===== config.mk =====
export PLATFORM = sky130hd
export DESIGN_NAME = flash_program_erase_control
export DESIGN_NICKNAME = d
export VERILOG_FILES = /design/src/design/flash_ctl_pkg.sv /design/src/design/mode_ctl_if.sv /design/src/design/mode_bits.sv /design/src/design/flash_program_erase_control.sv
export SDC_FILE = /design/constraint.sdc
export NUM_CORES = 1
export LEC_CHECK = 0
export BUFFER_PORTS_ARGS = -buffer_cell sky130_fd_sc_hd__buf_2
export CORE_MARGIN = 5
export CORE_UTILIZATION = 35
export CTS_BUF_LIST = sky130_fd_sc_hd__clkbuf_4 sky130_fd_sc_hd__clkbuf_8 sky130_fd_sc_hd__clkbuf_16
export CTS_CLUSTER_DIAMETER = 150
export DETAILED_ROUTE_END_ITERATION = 8
export GPL_ROUTABILITY_DRIVEN = 0
export MAX_ROUTING_LAYER = met4
export PLACE_DENSITY = 0.56
export SYNTH_ARGS = -nofsm -noshare
export SYNTH_HDL_FRONTEND = slang
export SYNTH_HIERARCHICAL = 1
export SYNTH_SLANG_ARGS = --single-unit

===== constraint.sdc =====
create_clock -name clk -period 2.8 [get_ports clk]
set_clock_uncertainty 0.2 [all_clocks]
set_input_delay 0.28 -clock clk [delete_from_list [all_inputs] [get_ports clk]]
set_output_delay 0.28 -clock clk [all_outputs]
set_load 0.005 [all_outputs]

===== src/design/flash_ctl_pkg.sv =====
package flash_ctl_pkg;

  // Bus geometry
  localparam int ADDR_W = 12;
  localparam int DATA_W = 32;
  localparam int STRB_W = DATA_W / 8;

  // Register indices as printed; byte address is four times the index
  localparam logic [31:0] IDX_CTRL_LOW = 32'hFFFF8580;
  localparam logic [31:0] IDX_CTRL_HIGH = 32'hFFFF8581;
  localparam logic [31:0] IDX_EBLK_A = 32'hFFFF8582;
  localparam logic [31:0] IDX_EBLK_B = 32'hFFFF8583;
  localparam logic [31:0] IDX_OVERLAY = 32'hFFFF8628;
  localparam logic [ADDR_W-1:0] A_CTRL_LOW = ADDR_W'(IDX_CTRL_LOW << 2);
  localparam logic [ADDR_W-1:0] A_CTRL_HIGH = ADDR_W'(IDX_CTRL_HIGH << 2);
  localparam logic [ADDR_W-1:0] A_EBLK_A = ADDR_W'(IDX_EBLK_A << 2);
  localparam logic [ADDR_W-1:0] A_EBLK_B = ADDR_W'(IDX_EBLK_B << 2);
  localparam logic [ADDR_W-1:0] A_OVERLAY = ADDR_W'(IDX_OVERLAY << 2);

  // Field layout of the control registers
  localparam int MODE_W = 6;
  localparam int HWE_BIT = 7;
  localparam int SWE_BIT = 6;
  localparam int ERR_BIT = 7;
  localparam int ESU_BIT = 5;
  localparam int PSU_BIT = 4;
  localparam int EV_BIT = 3;
  localparam int PV_BIT = 2;
  localparam int GO_E_BIT = 1;
  localparam int GO_P_BIT = 0;
  localparam int EBLK_A_W = 4;
  localparam int EBLK_B_W = 8;
  localparam int EBLK_W = EBLK_A_W + EBLK_B_W;
  localparam int OVL_W = 16;

  // Read values and reset values
  localparam logic [7:0] CTRL_LOW_OFF = 8'h80;
  localparam logic [7:0] BYTE_ZERO = 8'h00;
  localparam logic [MODE_W-1:0] MODE_RST = 6'h00;
  localparam logic [EBLK_W-1:0] EBLK_RST = 12'h000;
  localparam logic [OVL_W-1:0] OVL_RST = 16'h0000;

  // Byte lane patterns
  localparam logic [STRB_W-1:0] STRB_BYTE = 4'h1;
  localparam logic [STRB_W-1:0] STRB_LONG = 4'hF;

  // Access cost in clock cycles
  localparam int CNT_W = 3;
  localparam logic [CNT_W-1:0] ACC_CYC = 3'h3;
  localparam logic [CNT_W-1:0] LONG_CYC = 3'h6;
  localparam logic [CNT_W-1:0] CNT_ONE = 3'h1;
  localparam logic [CNT_W-1:0] CNT_ZERO = 3'h0;

  // Bus response codes
  localparam logic [1:0] RESP_OKAY = 2'h0;
  localparam logic [1:0] RESP_SLVERR = 2'h2;

  typedef enum logic [2:0] {
    idle,
    wr_take,
    rd_take,
    wr_acc,
    rd_acc,
    wr_resp,
    rd_resp
  } bus_state_e;

endpackage


===== src/design/mode_ctl_if.sv =====
`timescale 1ns/10ps
interface mode_ctl_if;
  import flash_ctl_pkg::*;
  logic wr;
  logic [MODE_W-1:0] wdata;
  logic gate;
  logic block_erase;
  logic clear;
  logic [MODE_W-1:0] bits;
  modport core (
    input wr, wdata, gate, block_erase, clear,
    output bits
  );
  modport ctrl (
    output wr, wdata, gate, block_erase, clear,
    input bits
  );
endinterface


===== src/design/mode_bits.sv =====
`timescale 1ns/10ps
module mode_bits
  import flash_ctl_pkg::*;
(
  // Clock and reset
  input wire logic clk,
  input wire logic rst_n,
  // Control from the register decode
  mode_ctl_if.core io
);

  logic [MODE_W-1:0] next_bits;
  logic esu_ok;
  logic go_e_ok;
  logic go_p_ok;

  // Write qualifiers for the staged bits
  assign esu_ok = io.gate & ~io.block_erase;
  assign go_e_ok = esu_ok & io.bits[ESU_BIT];
  assign go_p_ok = io.gate & io.bits[PSU_BIT];

  // Next value of the six mode bits
  always_comb begin
    next_bits = io.bits;
    if (io.clear) begin
      next_bits = MODE_RST;
    end else if (io.wr) begin
      if (esu_ok) begin
        next_bits[ESU_BIT] = io.wdata[ESU_BIT];
      end
      if (io.gate) begin
        next_bits[PSU_BIT] = io.wdata[PSU_BIT];
        next_bits[EV_BIT] = io.wdata[EV_BIT];
        next_bits[PV_BIT] = io.wdata[PV_BIT];
      end
      if (go_e_ok) begin
        next_bits[GO_E_BIT] = io.wdata[GO_E_BIT];
      end
      if (go_p_ok) begin
        next_bits[GO_P_BIT] = io.wdata[GO_P_BIT];
      end
    end
  end

  // Mode bit storage; a zero releases its mode
  always_ff @(posedge clk or negedge rst_n) begin
    if (!rst_n) begin
      io.bits <= MODE_RST;
    end else begin
      io.bits <= next_bits;
    end
  end

endmodule


===== src/design/flash_program_erase_control.sv =====
// Contract
// - Byte-only control access, three or six cycles
// - Flash off: high, erase regs read zero
// - Flash off: low control reads 0x80, fixed
// - Low control initial 0x80 pin low, else 0
// - Standby or power-on reset reinitialises low control
// - High, erase regs clear when protected
// - Bit 7 mirrors inverted write-protect pin
// - Software enable settable only with hardware enable
// - Setup and verify writes need both enables
// - Erase go needs enables plus erase setup
// - Program go needs enables plus program setup
// - Clearing a bit releases its mode
// - Upper half uses same sequence and gating
// - Error flag read-only, cleared by reset only
// - Several erase blocks selected: erase bits frozen
//
// The implementer's own choice: the AXI4-Lite slave port.
`timescale 1ns/10ps
module flash_program_erase_control
  import flash_ctl_pkg::*;
(
  // Clock and reset
  input wire logic clk,
  input wire logic rst_n,
  // AXI4-Lite write address
  input wire logic [ADDR_W-1:0] awaddr,
  input wire logic [2:0] awprot,
  input wire logic awvalid,
  output logic awready,
  // AXI4-Lite write data
  input wire logic [DATA_W-1:0] wdata,
  input wire logic [STRB_W-1:0] wstrb,
  input wire logic wvalid,
  output logic wready,
  // AXI4-Lite write response
  output logic [1:0] bresp,
  output logic bvalid,
  input wire logic bready,
  // AXI4-Lite read address
  input wire logic [ADDR_W-1:0] araddr,
  input wire logic [2:0] arprot,
  input wire logic arvalid,
  output logic arready,
  // AXI4-Lite read data
  output logic [DATA_W-1:0] rdata,
  output logic [1:0] rresp,
  output logic rvalid,
  input wire logic rready,
  // Chip state
  input wire logic write_protect_pin,
  input wire logic flash_disabled,
  input wire logic standby,
  input wire logic error_event,
  // Flash array control
  output logic [MODE_W-1:0] low_mode,
  output logic [MODE_W-1:0] high_mode,
  output logic [EBLK_W-1:0] erase_blocks,
  output logic [OVL_W-1:0] ram_overlay_control,
  output logic error_protect,
  output logic array_read_normal
);

  bus_state_e state;
  logic [ADDR_W-1:0] addr_q;
  logic [DATA_W-1:0] wdata_q;
  logic [STRB_W-1:0] wstrb_q;
  logic got_aw;
  logic got_w;
  logic [CNT_W-1:0] cnt;
  logic wp_meta;
  logic wp_sync;
  logic software_write_enable;
  logic flash_error_flag;
  logic [EBLK_A_W-1:0] erase_block_select_a;
  logic [EBLK_B_W-1:0] erase_block_select_b;

  mode_ctl_if low_if ();
  mode_ctl_if high_if ();

  // Write address and data merge, taken in either order
  logic take_aw;
  logic take_w;
  logic aw_done;
  logic w_done;
  logic [ADDR_W-1:0] wr_addr;
  logic [STRB_W-1:0] wr_strb;
  logic [CNT_W-1:0] wr_cost;
  assign take_aw = awvalid & awready;
  assign take_w = wvalid & wready;
  assign aw_done = got_aw | take_aw;
  assign w_done = got_w | take_w;
  assign wr_addr = got_aw ? addr_q : awaddr;
  assign wr_strb = got_w ? wstrb_q : wstrb;
  assign wr_cost = (wr_addr == A_OVERLAY && wr_strb == STRB_LONG) ?
                   LONG_CYC : ACC_CYC;

  // Access strobes at the end of the wait
  logic cnt_end;
  logic wr_stb;
  logic rd_stb;
  assign cnt_end = (cnt == CNT_ZERO);
  assign wr_stb = (state == wr_acc) & cnt_end;
  assign rd_stb = (state == rd_acc) & cnt_end;

  // Address decode
  logic hit_low;
  logic hit_high;
  logic hit_eba;
  logic hit_ebb;
  logic hit_ovl;
  logic hit_byte_reg;
  assign hit_low = (addr_q == A_CTRL_LOW);
  assign hit_high = (addr_q == A_CTRL_HIGH);
  assign hit_eba = (addr_q == A_EBLK_A);
  assign hit_ebb = (addr_q == A_EBLK_B);
  assign hit_ovl = (addr_q == A_OVERLAY);
  assign hit_byte_reg = hit_low | hit_high | hit_eba | hit_ebb;

  // Access width checks
  logic byte_ok;
  logic ovl_ok;
  logic wr_err;
  logic rd_err;
  assign byte_ok = (wstrb_q == STRB_BYTE);
  assign ovl_ok = (wstrb_q[3:2] == 2'b00) | (wstrb_q == STRB_LONG);
  assign wr_err = hit_byte_reg ? ~byte_ok : (hit_ovl ? ~ovl_ok : 1'b1);
  assign rd_err = ~(hit_byte_reg | hit_ovl);

  // Write enables per register; byte registers dead while flash is off, overlay still writable
  logic wr_ok;
  logic wr_low;
  logic wr_high;
  logic wr_eba;
  logic wr_ebb;
  logic wr_ovl;
  assign wr_ok = wr_stb & byte_ok & ~flash_disabled;
  assign wr_low = wr_ok & hit_low;
  assign wr_high = wr_ok & hit_high;
  assign wr_eba = wr_ok & hit_eba;
  assign wr_ebb = wr_ok & hit_ebb;
  assign wr_ovl = wr_stb & hit_ovl & ovl_ok;

  // Protection state
  logic hw_write_enable_status;
  logic both_enable;
  logic prot_clear;
  assign hw_write_enable_status = ~wp_sync;
  assign both_enable = hw_write_enable_status & software_write_enable;
  assign prot_clear = standby | ~both_enable;

  // More than one erase block chosen across both selectors
  logic [EBLK_W-1:0] blk_sel;
  logic multi_blk;
  assign blk_sel = {erase_block_select_b, erase_block_select_a};
  assign multi_blk = |(blk_sel & (blk_sel - EBLK_W'(1)));

  // Mode bit cores for both address halves
  assign low_if.wr = wr_low;
  assign low_if.wdata = wdata_q[MODE_W-1:0];
  assign low_if.gate = both_enable & ~flash_error_flag;
  assign low_if.block_erase = multi_blk;
  assign low_if.clear = standby;
  assign high_if.wr = wr_high;
  assign high_if.wdata = wdata_q[MODE_W-1:0];
  assign high_if.gate = both_enable & ~flash_error_flag;
  assign high_if.block_erase = multi_blk;
  assign high_if.clear = prot_clear;

  mode_bits low_core (
    .clk(clk),
    .rst_n(rst_n),
    .io(low_if.core)
  );

  mode_bits high_core (
    .clk(clk),
    .rst_n(rst_n),
    .io(high_if.core)
  );

  // Readback images of the byte registers
  logic [7:0] low_img;
  logic [7:0] high_img;
  logic [7:0] eba_img;
  logic [7:0] ebb_img;
  logic [DATA_W-1:0] rd_mux;
  assign low_img = flash_disabled ? CTRL_LOW_OFF :
                   {hw_write_enable_status, software_write_enable,
                    low_if.bits};
  assign high_img = flash_disabled ? BYTE_ZERO :
                    {flash_error_flag, 1'b0, high_if.bits};
  assign eba_img = flash_disabled ? BYTE_ZERO :
                   {4'h0, erase_block_select_a};
  assign ebb_img = flash_disabled ? BYTE_ZERO : erase_block_select_b;

  // Read selection
  always_comb begin
    rd_mux = '0;
    if (hit_low) begin
      rd_mux = {24'h000000, low_img};
    end else if (hit_high) begin
      rd_mux = {24'h000000, high_img};
    end else if (hit_eba) begin
      rd_mux = {24'h000000, eba_img};
    end else if (hit_ebb) begin
      rd_mux = {24'h000000, ebb_img};
    end else if (hit_ovl) begin
      rd_mux = {16'h0000, ram_overlay_control};
    end
  end

  // Two-flop synchroniser for the write-protect pin
  always_ff @(posedge clk or negedge rst_n) begin
    if (!rst_n) begin
      wp_meta <= 1'b0;
      wp_sync <= 1'b0;
    end else begin
      wp_meta <= write_protect_pin;
      wp_sync <= wp_meta;
    end
  end

  // Software enable, settable only under hardware enable
  always_ff @(posedge clk or negedge rst_n) begin
    if (!rst_n) begin
      software_write_enable <= 1'b0;
    end else if (standby) begin
      software_write_enable <= 1'b0;
    end else if (wr_low && hw_write_enable_status) begin
      software_write_enable <= wdata_q[SWE_BIT];
    end
  end

  // Sticky error flag; only power-on reset clears it
  always_ff @(posedge clk or negedge rst_n) begin
    if (!rst_n) begin
      flash_error_flag <= 1'b0;
    end else if (error_event) begin
      flash_error_flag <= 1'b1;
    end
  end

  // Erase block selectors
  always_ff @(posedge clk or negedge rst_n) begin
    if (!rst_n) begin
      erase_block_select_a <= EBLK_RST[EBLK_A_W-1:0];
      erase_block_select_b <= EBLK_RST[EBLK_W-1:EBLK_A_W];
    end else if (prot_clear) begin
      erase_block_select_a <= EBLK_RST[EBLK_A_W-1:0];
      erase_block_select_b <= EBLK_RST[EBLK_W-1:EBLK_A_W];
    end else begin
      if (wr_eba) begin
        erase_block_select_a <= wdata_q[EBLK_A_W-1:0];
      end
      if (wr_ebb) begin
        erase_block_select_b <= wdata_q[EBLK_B_W-1:0];
      end
    end
  end

  // RAM overlay register, byte lanes 0 and 1; upper word dropped
  always_ff @(posedge clk or negedge rst_n) begin
    if (!rst_n) begin
      ram_overlay_control <= OVL_RST;
    end else if (wr_ovl) begin
      if (wstrb_q[0]) begin
        ram_overlay_control[7:0] <= wdata_q[7:0];
      end
      if (wstrb_q[1]) begin
        ram_overlay_control[15:8] <= wdata_q[15:8];
      end
    end
  end

  // Registered array-side outputs
  always_ff @(posedge clk or negedge rst_n) begin
    if (!rst_n) begin
      low_mode <= MODE_RST;
      high_mode <= MODE_RST;
      erase_blocks <= EBLK_RST;
      error_protect <= 1'b0;
      array_read_normal <= 1'b1;
    end else begin
      low_mode <= low_if.bits;
      high_mode <= high_if.bits;
      erase_blocks <= blk_sel;
      error_protect <= flash_error_flag;
      array_read_normal <= ~|{low_if.bits, high_if.bits};
    end
  end

  // Capture of address, data and strobes
  always_ff @(posedge clk or negedge rst_n) begin
    if (!rst_n) begin
      addr_q <= '0;
      wdata_q <= '0;
      wstrb_q <= '0;
    end else begin
      if (take_aw) begin
        addr_q <= awaddr;
      end else if (arvalid && arready) begin
        addr_q <= araddr;
      end
      if (take_w) begin
        wdata_q <= wdata;
        wstrb_q <= wstrb;
      end
    end
  end

  // Bus slave sequencer: one access at a time, three cycles or six for a long overlay write
  always_ff @(posedge clk or negedge rst_n) begin
    if (!rst_n) begin
      state <= idle;
      awready <= 1'b0;
      wready <= 1'b0;
      arready <= 1'b0;
      got_aw <= 1'b0;
      got_w <= 1'b0;
      cnt <= CNT_ZERO;
      bvalid <= 1'b0;
      bresp <= RESP_OKAY;
      rvalid <= 1'b0;
      rresp <= RESP_OKAY;
      rdata <= '0;
    end else begin
      case (state)
        idle: begin
          if (awvalid || wvalid) begin
            awready <= 1'b1;
            wready <= 1'b1;
            state <= wr_take;
          end else if (arvalid) begin
            arready <= 1'b1;
            state <= rd_take;
          end
        end
        wr_take: begin
          if (take_aw) begin
            awready <= 1'b0;
            got_aw <= 1'b1;
          end
          if (take_w) begin
            wready <= 1'b0;
            got_w <= 1'b1;
          end
          if (aw_done && w_done) begin
            got_aw <= 1'b0;
            got_w <= 1'b0;
            cnt <= wr_cost - CNT_ONE;
            state <= wr_acc;
          end
        end
        rd_take: begin
          if (arvalid) begin
            arready <= 1'b0;
            cnt <= ACC_CYC - CNT_ONE;
            state <= rd_acc;
          end
        end
        wr_acc: begin
          cnt <= cnt - CNT_ONE;
          if (cnt_end) begin
            bvalid <= 1'b1;
            bresp <= wr_err ? RESP_SLVERR : RESP_OKAY;
            state <= wr_resp;
          end
        end
        rd_acc: begin
          cnt <= cnt - CNT_ONE;
          if (rd_stb) begin
            rvalid <= 1'b1;
            rdata <= rd_mux;
            rresp <= rd_err ? RESP_SLVERR : RESP_OKAY;
            state <= rd_resp;
          end
        end
        wr_resp: begin
          if (bready) begin
            bvalid <= 1'b0;
            state <= idle;
          end
        end
        rd_resp: begin
          if (rready) begin
            rvalid <= 1'b0;
            state <= idle;
          end
        end
        default: begin
          state <= idle;
        end
      endcase
    end
  end

endmodule


==> impl_metrics.json <==
{
  "status": "complete, no violations",
  "io_buffer_count": 119,
  "finalHoldViolations": 0,
  "route.detailed.vias_per_inst": 4.88,
  "synth-seq-cells": 133,
  "timing.max_slew.rel_slack": 0.612,
  "initial_utilization": 0.355,
  "largest_cells_by_area_after_synthesis": "sky130_fd_sc_hd__dfrtp_1 (54%), sky130_fd_sc_hd__mux2i_1 (5.7%), sky130_fd_sc_hd__mux2_4 (3.9%)",
  "finalWirelength_um": 15300,
  "boundaryPins": 160,
  "fin_crit_sh": 0.913,
  "asyncSetResetFlopFracSynth": 1.00,
  "slowest_delay_ns": 0.53,
  "synth_sequential_area_ratio": 0.546,
  "crit_start": "got_aw$_DFFE_PN0P_",
  "maxClockFrequency_mhz": 391,
  "nNetsFinal": 783,
  "worstHoldStart": "bready",
  "dpl.hpwl_um": 11000,
  "synthToLayoutAreaGrowth_pct": 31.7,
  "arrival_ns": 2.65,
  "worst_path_max_delay_cell": "sky130_fd_sc_hd__or4_1",
  "startpoint_type": "flop",
  "cts_inserted_buffers": 17,
  "vdd_ir_drop_max_v": 0.000563,
  "first_global_vias": 4748,
  "max_slew.worst_pin.slew_ns": 0.583,
  "antenna_found_initial": 0,
  "power-per-cell-area_nw_per_um2": 817,
  "fp-row-count": 48,
  "detailroute.via_count": 4605,
  "timing_worst_setup_path_type": "reg2reg",
  "detailedRoute.firstPassIterationCount": 4,
  "end_kind": "flop",
  "die_ar_um2": 20200,
  "drt-initial-drc-count": 169,
  "busiest_layer": "met2",
  "clkLatencyLatePin_ns": 0.42,
  "fp.dieH_um": 142,
  "routedWlPerCell_um": 16.2,
  "grt.met1_usage": 0.202,
  "grt_pass1_wl_um": 24900,
  "cts.sinks": 133,
  "core_area_um2": 17200,
  "h-tree-depth": 4,
  "timing.critical_path.cells": "or4_1 -> nor3_1 -> a32o_1 -> a31oi_1 -> inv_1 -> ha_1 -> nor2_1 -> a221o_1",
  "mean_instance_size_in_the_synthesized_netlist_um2": 11.6,
  "power_leakage_nw": 3.97,
  "timing.setup.tns_ns": 0,
  "finalCriticalPeriod_ns": 2.56,
  "post_detailed_placement_cell_area_um2": 6890,
  "fin_util": 0.467,
  "syn_area_um2": 6100,
  "final_slew_viol_count": 0,
  "drv_cap": 0,
  "synth.cells.most_frequent": "sky130_fd_sc_hd__dfrtp_1 (132), sky130_fd_sc_hd__nand2_1 (51), sky130_fd_sc_hd__o21ai_0 (45)",
  "worst_r2r_startpoint": "got_aw$_DFFE_PN0P_",
  "groute.layer.met3.usage": 0.0417,
  "cp.required_ns": 2.89,
  "worstPathMaxFanout": 4,
  "final_cell_area_um2": 8030,
  "syn-instance-count": 525,
  "grt_util_all_layers": 0.162,
  "synth.distinct_cells": 57,
  "synth_enable_flop_cells": 0,
  "synth_most_common_cell": "sky130_fd_sc_hd__dfrtp_1",
  "postCtsResizedCells": 0,
  "min-delay-path-class": "in2reg",
  "cts.root.buffer_cell": "sky130_fd_sc_hd__clkbuf_16",
  "ys.flop_type": "sky130_fd_sc_hd__dfrtp_1",
  "yosys.area.top_type": "sky130_fd_sc_hd__dfrtp_1",
  "postRouteAntennaNets": 0,
  "die_width_um": 142,
  "cts_tree": "yes",
  "setup_viol_count_final": 0,
  "grt_max_degree": 49,
  "synth_largest_type_area_fraction": 0.542,
  "yosysWarningCount": 6,
  "grt.met2_usage": 0.256,
  "rsz0062_at_grt": "false",
  "max-clock-path-buffers": 2,
  "antenna_cells": 0,
  "route.detailed.drc": 0,
  "clkSlewWorstSetupHoldPaths_ns": 0.06,
  "grt_remaining_overflow": 0,
  "layout-drive-gt1-share": 0.309,
  "cts_post_setup_buffers_inserted": 0
}
==> where the power goes <==
group	leakage (nW)	switching [mW]	internal [mW]
clock	0.297	0.824	1.47
sequential	1.74	0.390	2.30
combinational	1.93	0.802	0.769
total	3.97	2.02	4.54
==> sequential cells by signal (all words and copies together) (netlist names), 6 cells and up <==
| name | cells |
|---|---|
| wdata_q | 16 |
| high_mode | 6 |
| low_core/io.bits | 6 |
| rdata | 16 |
| addr_q | 12 |
| erase_blocks | 12 |
| high_core/io.bits | 6 |
| low_mode | 6 |
| ram_overlay_control | 16 |
| erase_block_select_b | 8 |
==> worst max-delay path, delay by kind of cell, from the launching register on <==
family,cells,cell delay [ns]
flops,1,0.43
compound gates,3,0.69
simple gates,3,0.82
fa+ha+maj,1,0.19
buf+inv,1,0.09
==> worst paths after layout <==
check,cells after the start,slack (ns),end
worst max-delay path,8,0.24,cnt[2]$_DFFE_PN0P_
worst min-delay path,4,0.02,bvalid$_DFFE_PN0P_
worst max register to register,8,0.24,cnt[2]$_DFFE_PN0P_
worst min register to register,0,0.16,wp_sync$_DFF_PN0_
max in group asynchronous,3,1.45,array_read_normal$_DFF_PN1_
min in group asynchronous,2,0.15,flash_error_flag$_DFFE_PN0P_
==> final cells by class <==
type                       instances  area [um^2]
clock buffer                      21          468
clock inverter                    11          149
fill                            1662         9150
inverter                           1         3.75
multi-input combinational        364         2540
sequential                       133         3330
tap                              225          282
timing repair buffer             188         1260
==> cells in the final DEF (no fill, tap or decap), types with 17 or more instances in the layout <==
cell type                       instances
sky130_fd_sc_hd__dfrtp_1              132
sky130_fd_sc_hd__buf_2                118
sky130_fd_sc_hd__dlygate4sd3_1         52
sky130_fd_sc_hd__nand2_1               51
sky130_fd_sc_hd__o21ai_0               45
sky130_fd_sc_hd__mux2i_1               35
sky130_fd_sc_hd__nor2_1                28
sky130_fd_sc_hd__a21oi_1               21
sky130_fd_sc_hd__mux2_2                20
sky130_fd_sc_hd__conb_1                18
sky130_fd_sc_hd__clkbuf_16             17
sky130_fd_sc_hd__buf_4                 17
==> stage by stage <==
| stage | hold slack (ns) | std cells | power (mW) | setup slack [ns] |
|---|---|---|---|---|
| after floorplan | -0.216 | 542 | 3.64 | 0.533 |
| after global placement | 0.0604 | 859 | 4.16 | 0.298 |
| after detailed placement | 0.0689 | 859 | 4.21 | 0.255 |
| after CTS | 0.00266 | 943 | 6.64 | 0.235 |
| after global routing | 0.0401 | 943 | 6.98 | 0.0779 |
| final | 0.0241 | 943 | 6.56 | 0.245 |
==> timing repair <==
item	in CTS	in global routing
endpoints found under the hold margin	73	0
hold buffers	52	0
setup endpoints to repair	0	0
==> logic make-up (layout without fill, tap and decap cells) <==
family / after synthesis / count (layout) / share of synthesized area
and+or+nand+nor: 165 / 165 / 0.147
DFF: 133 / 133 / 0.546
AOI/OAI and AO/OA: 105 / 105 / 0.106
muxes: 75 / 75 / 0.149
buffers and inverters: 45 / 221 / 0.0488
adders and majority gates: 1 / 1 / 0.00205
other: 1 / 18 / 0.000615
==> layer usage <==
metal  vias up  share of wire
met5         -              0
met4         0          0.017
met3        22          0.057
met2       122           0.49
met1      2254           0.44
li1       2207              -
Power figures use the tool's default switching activity.
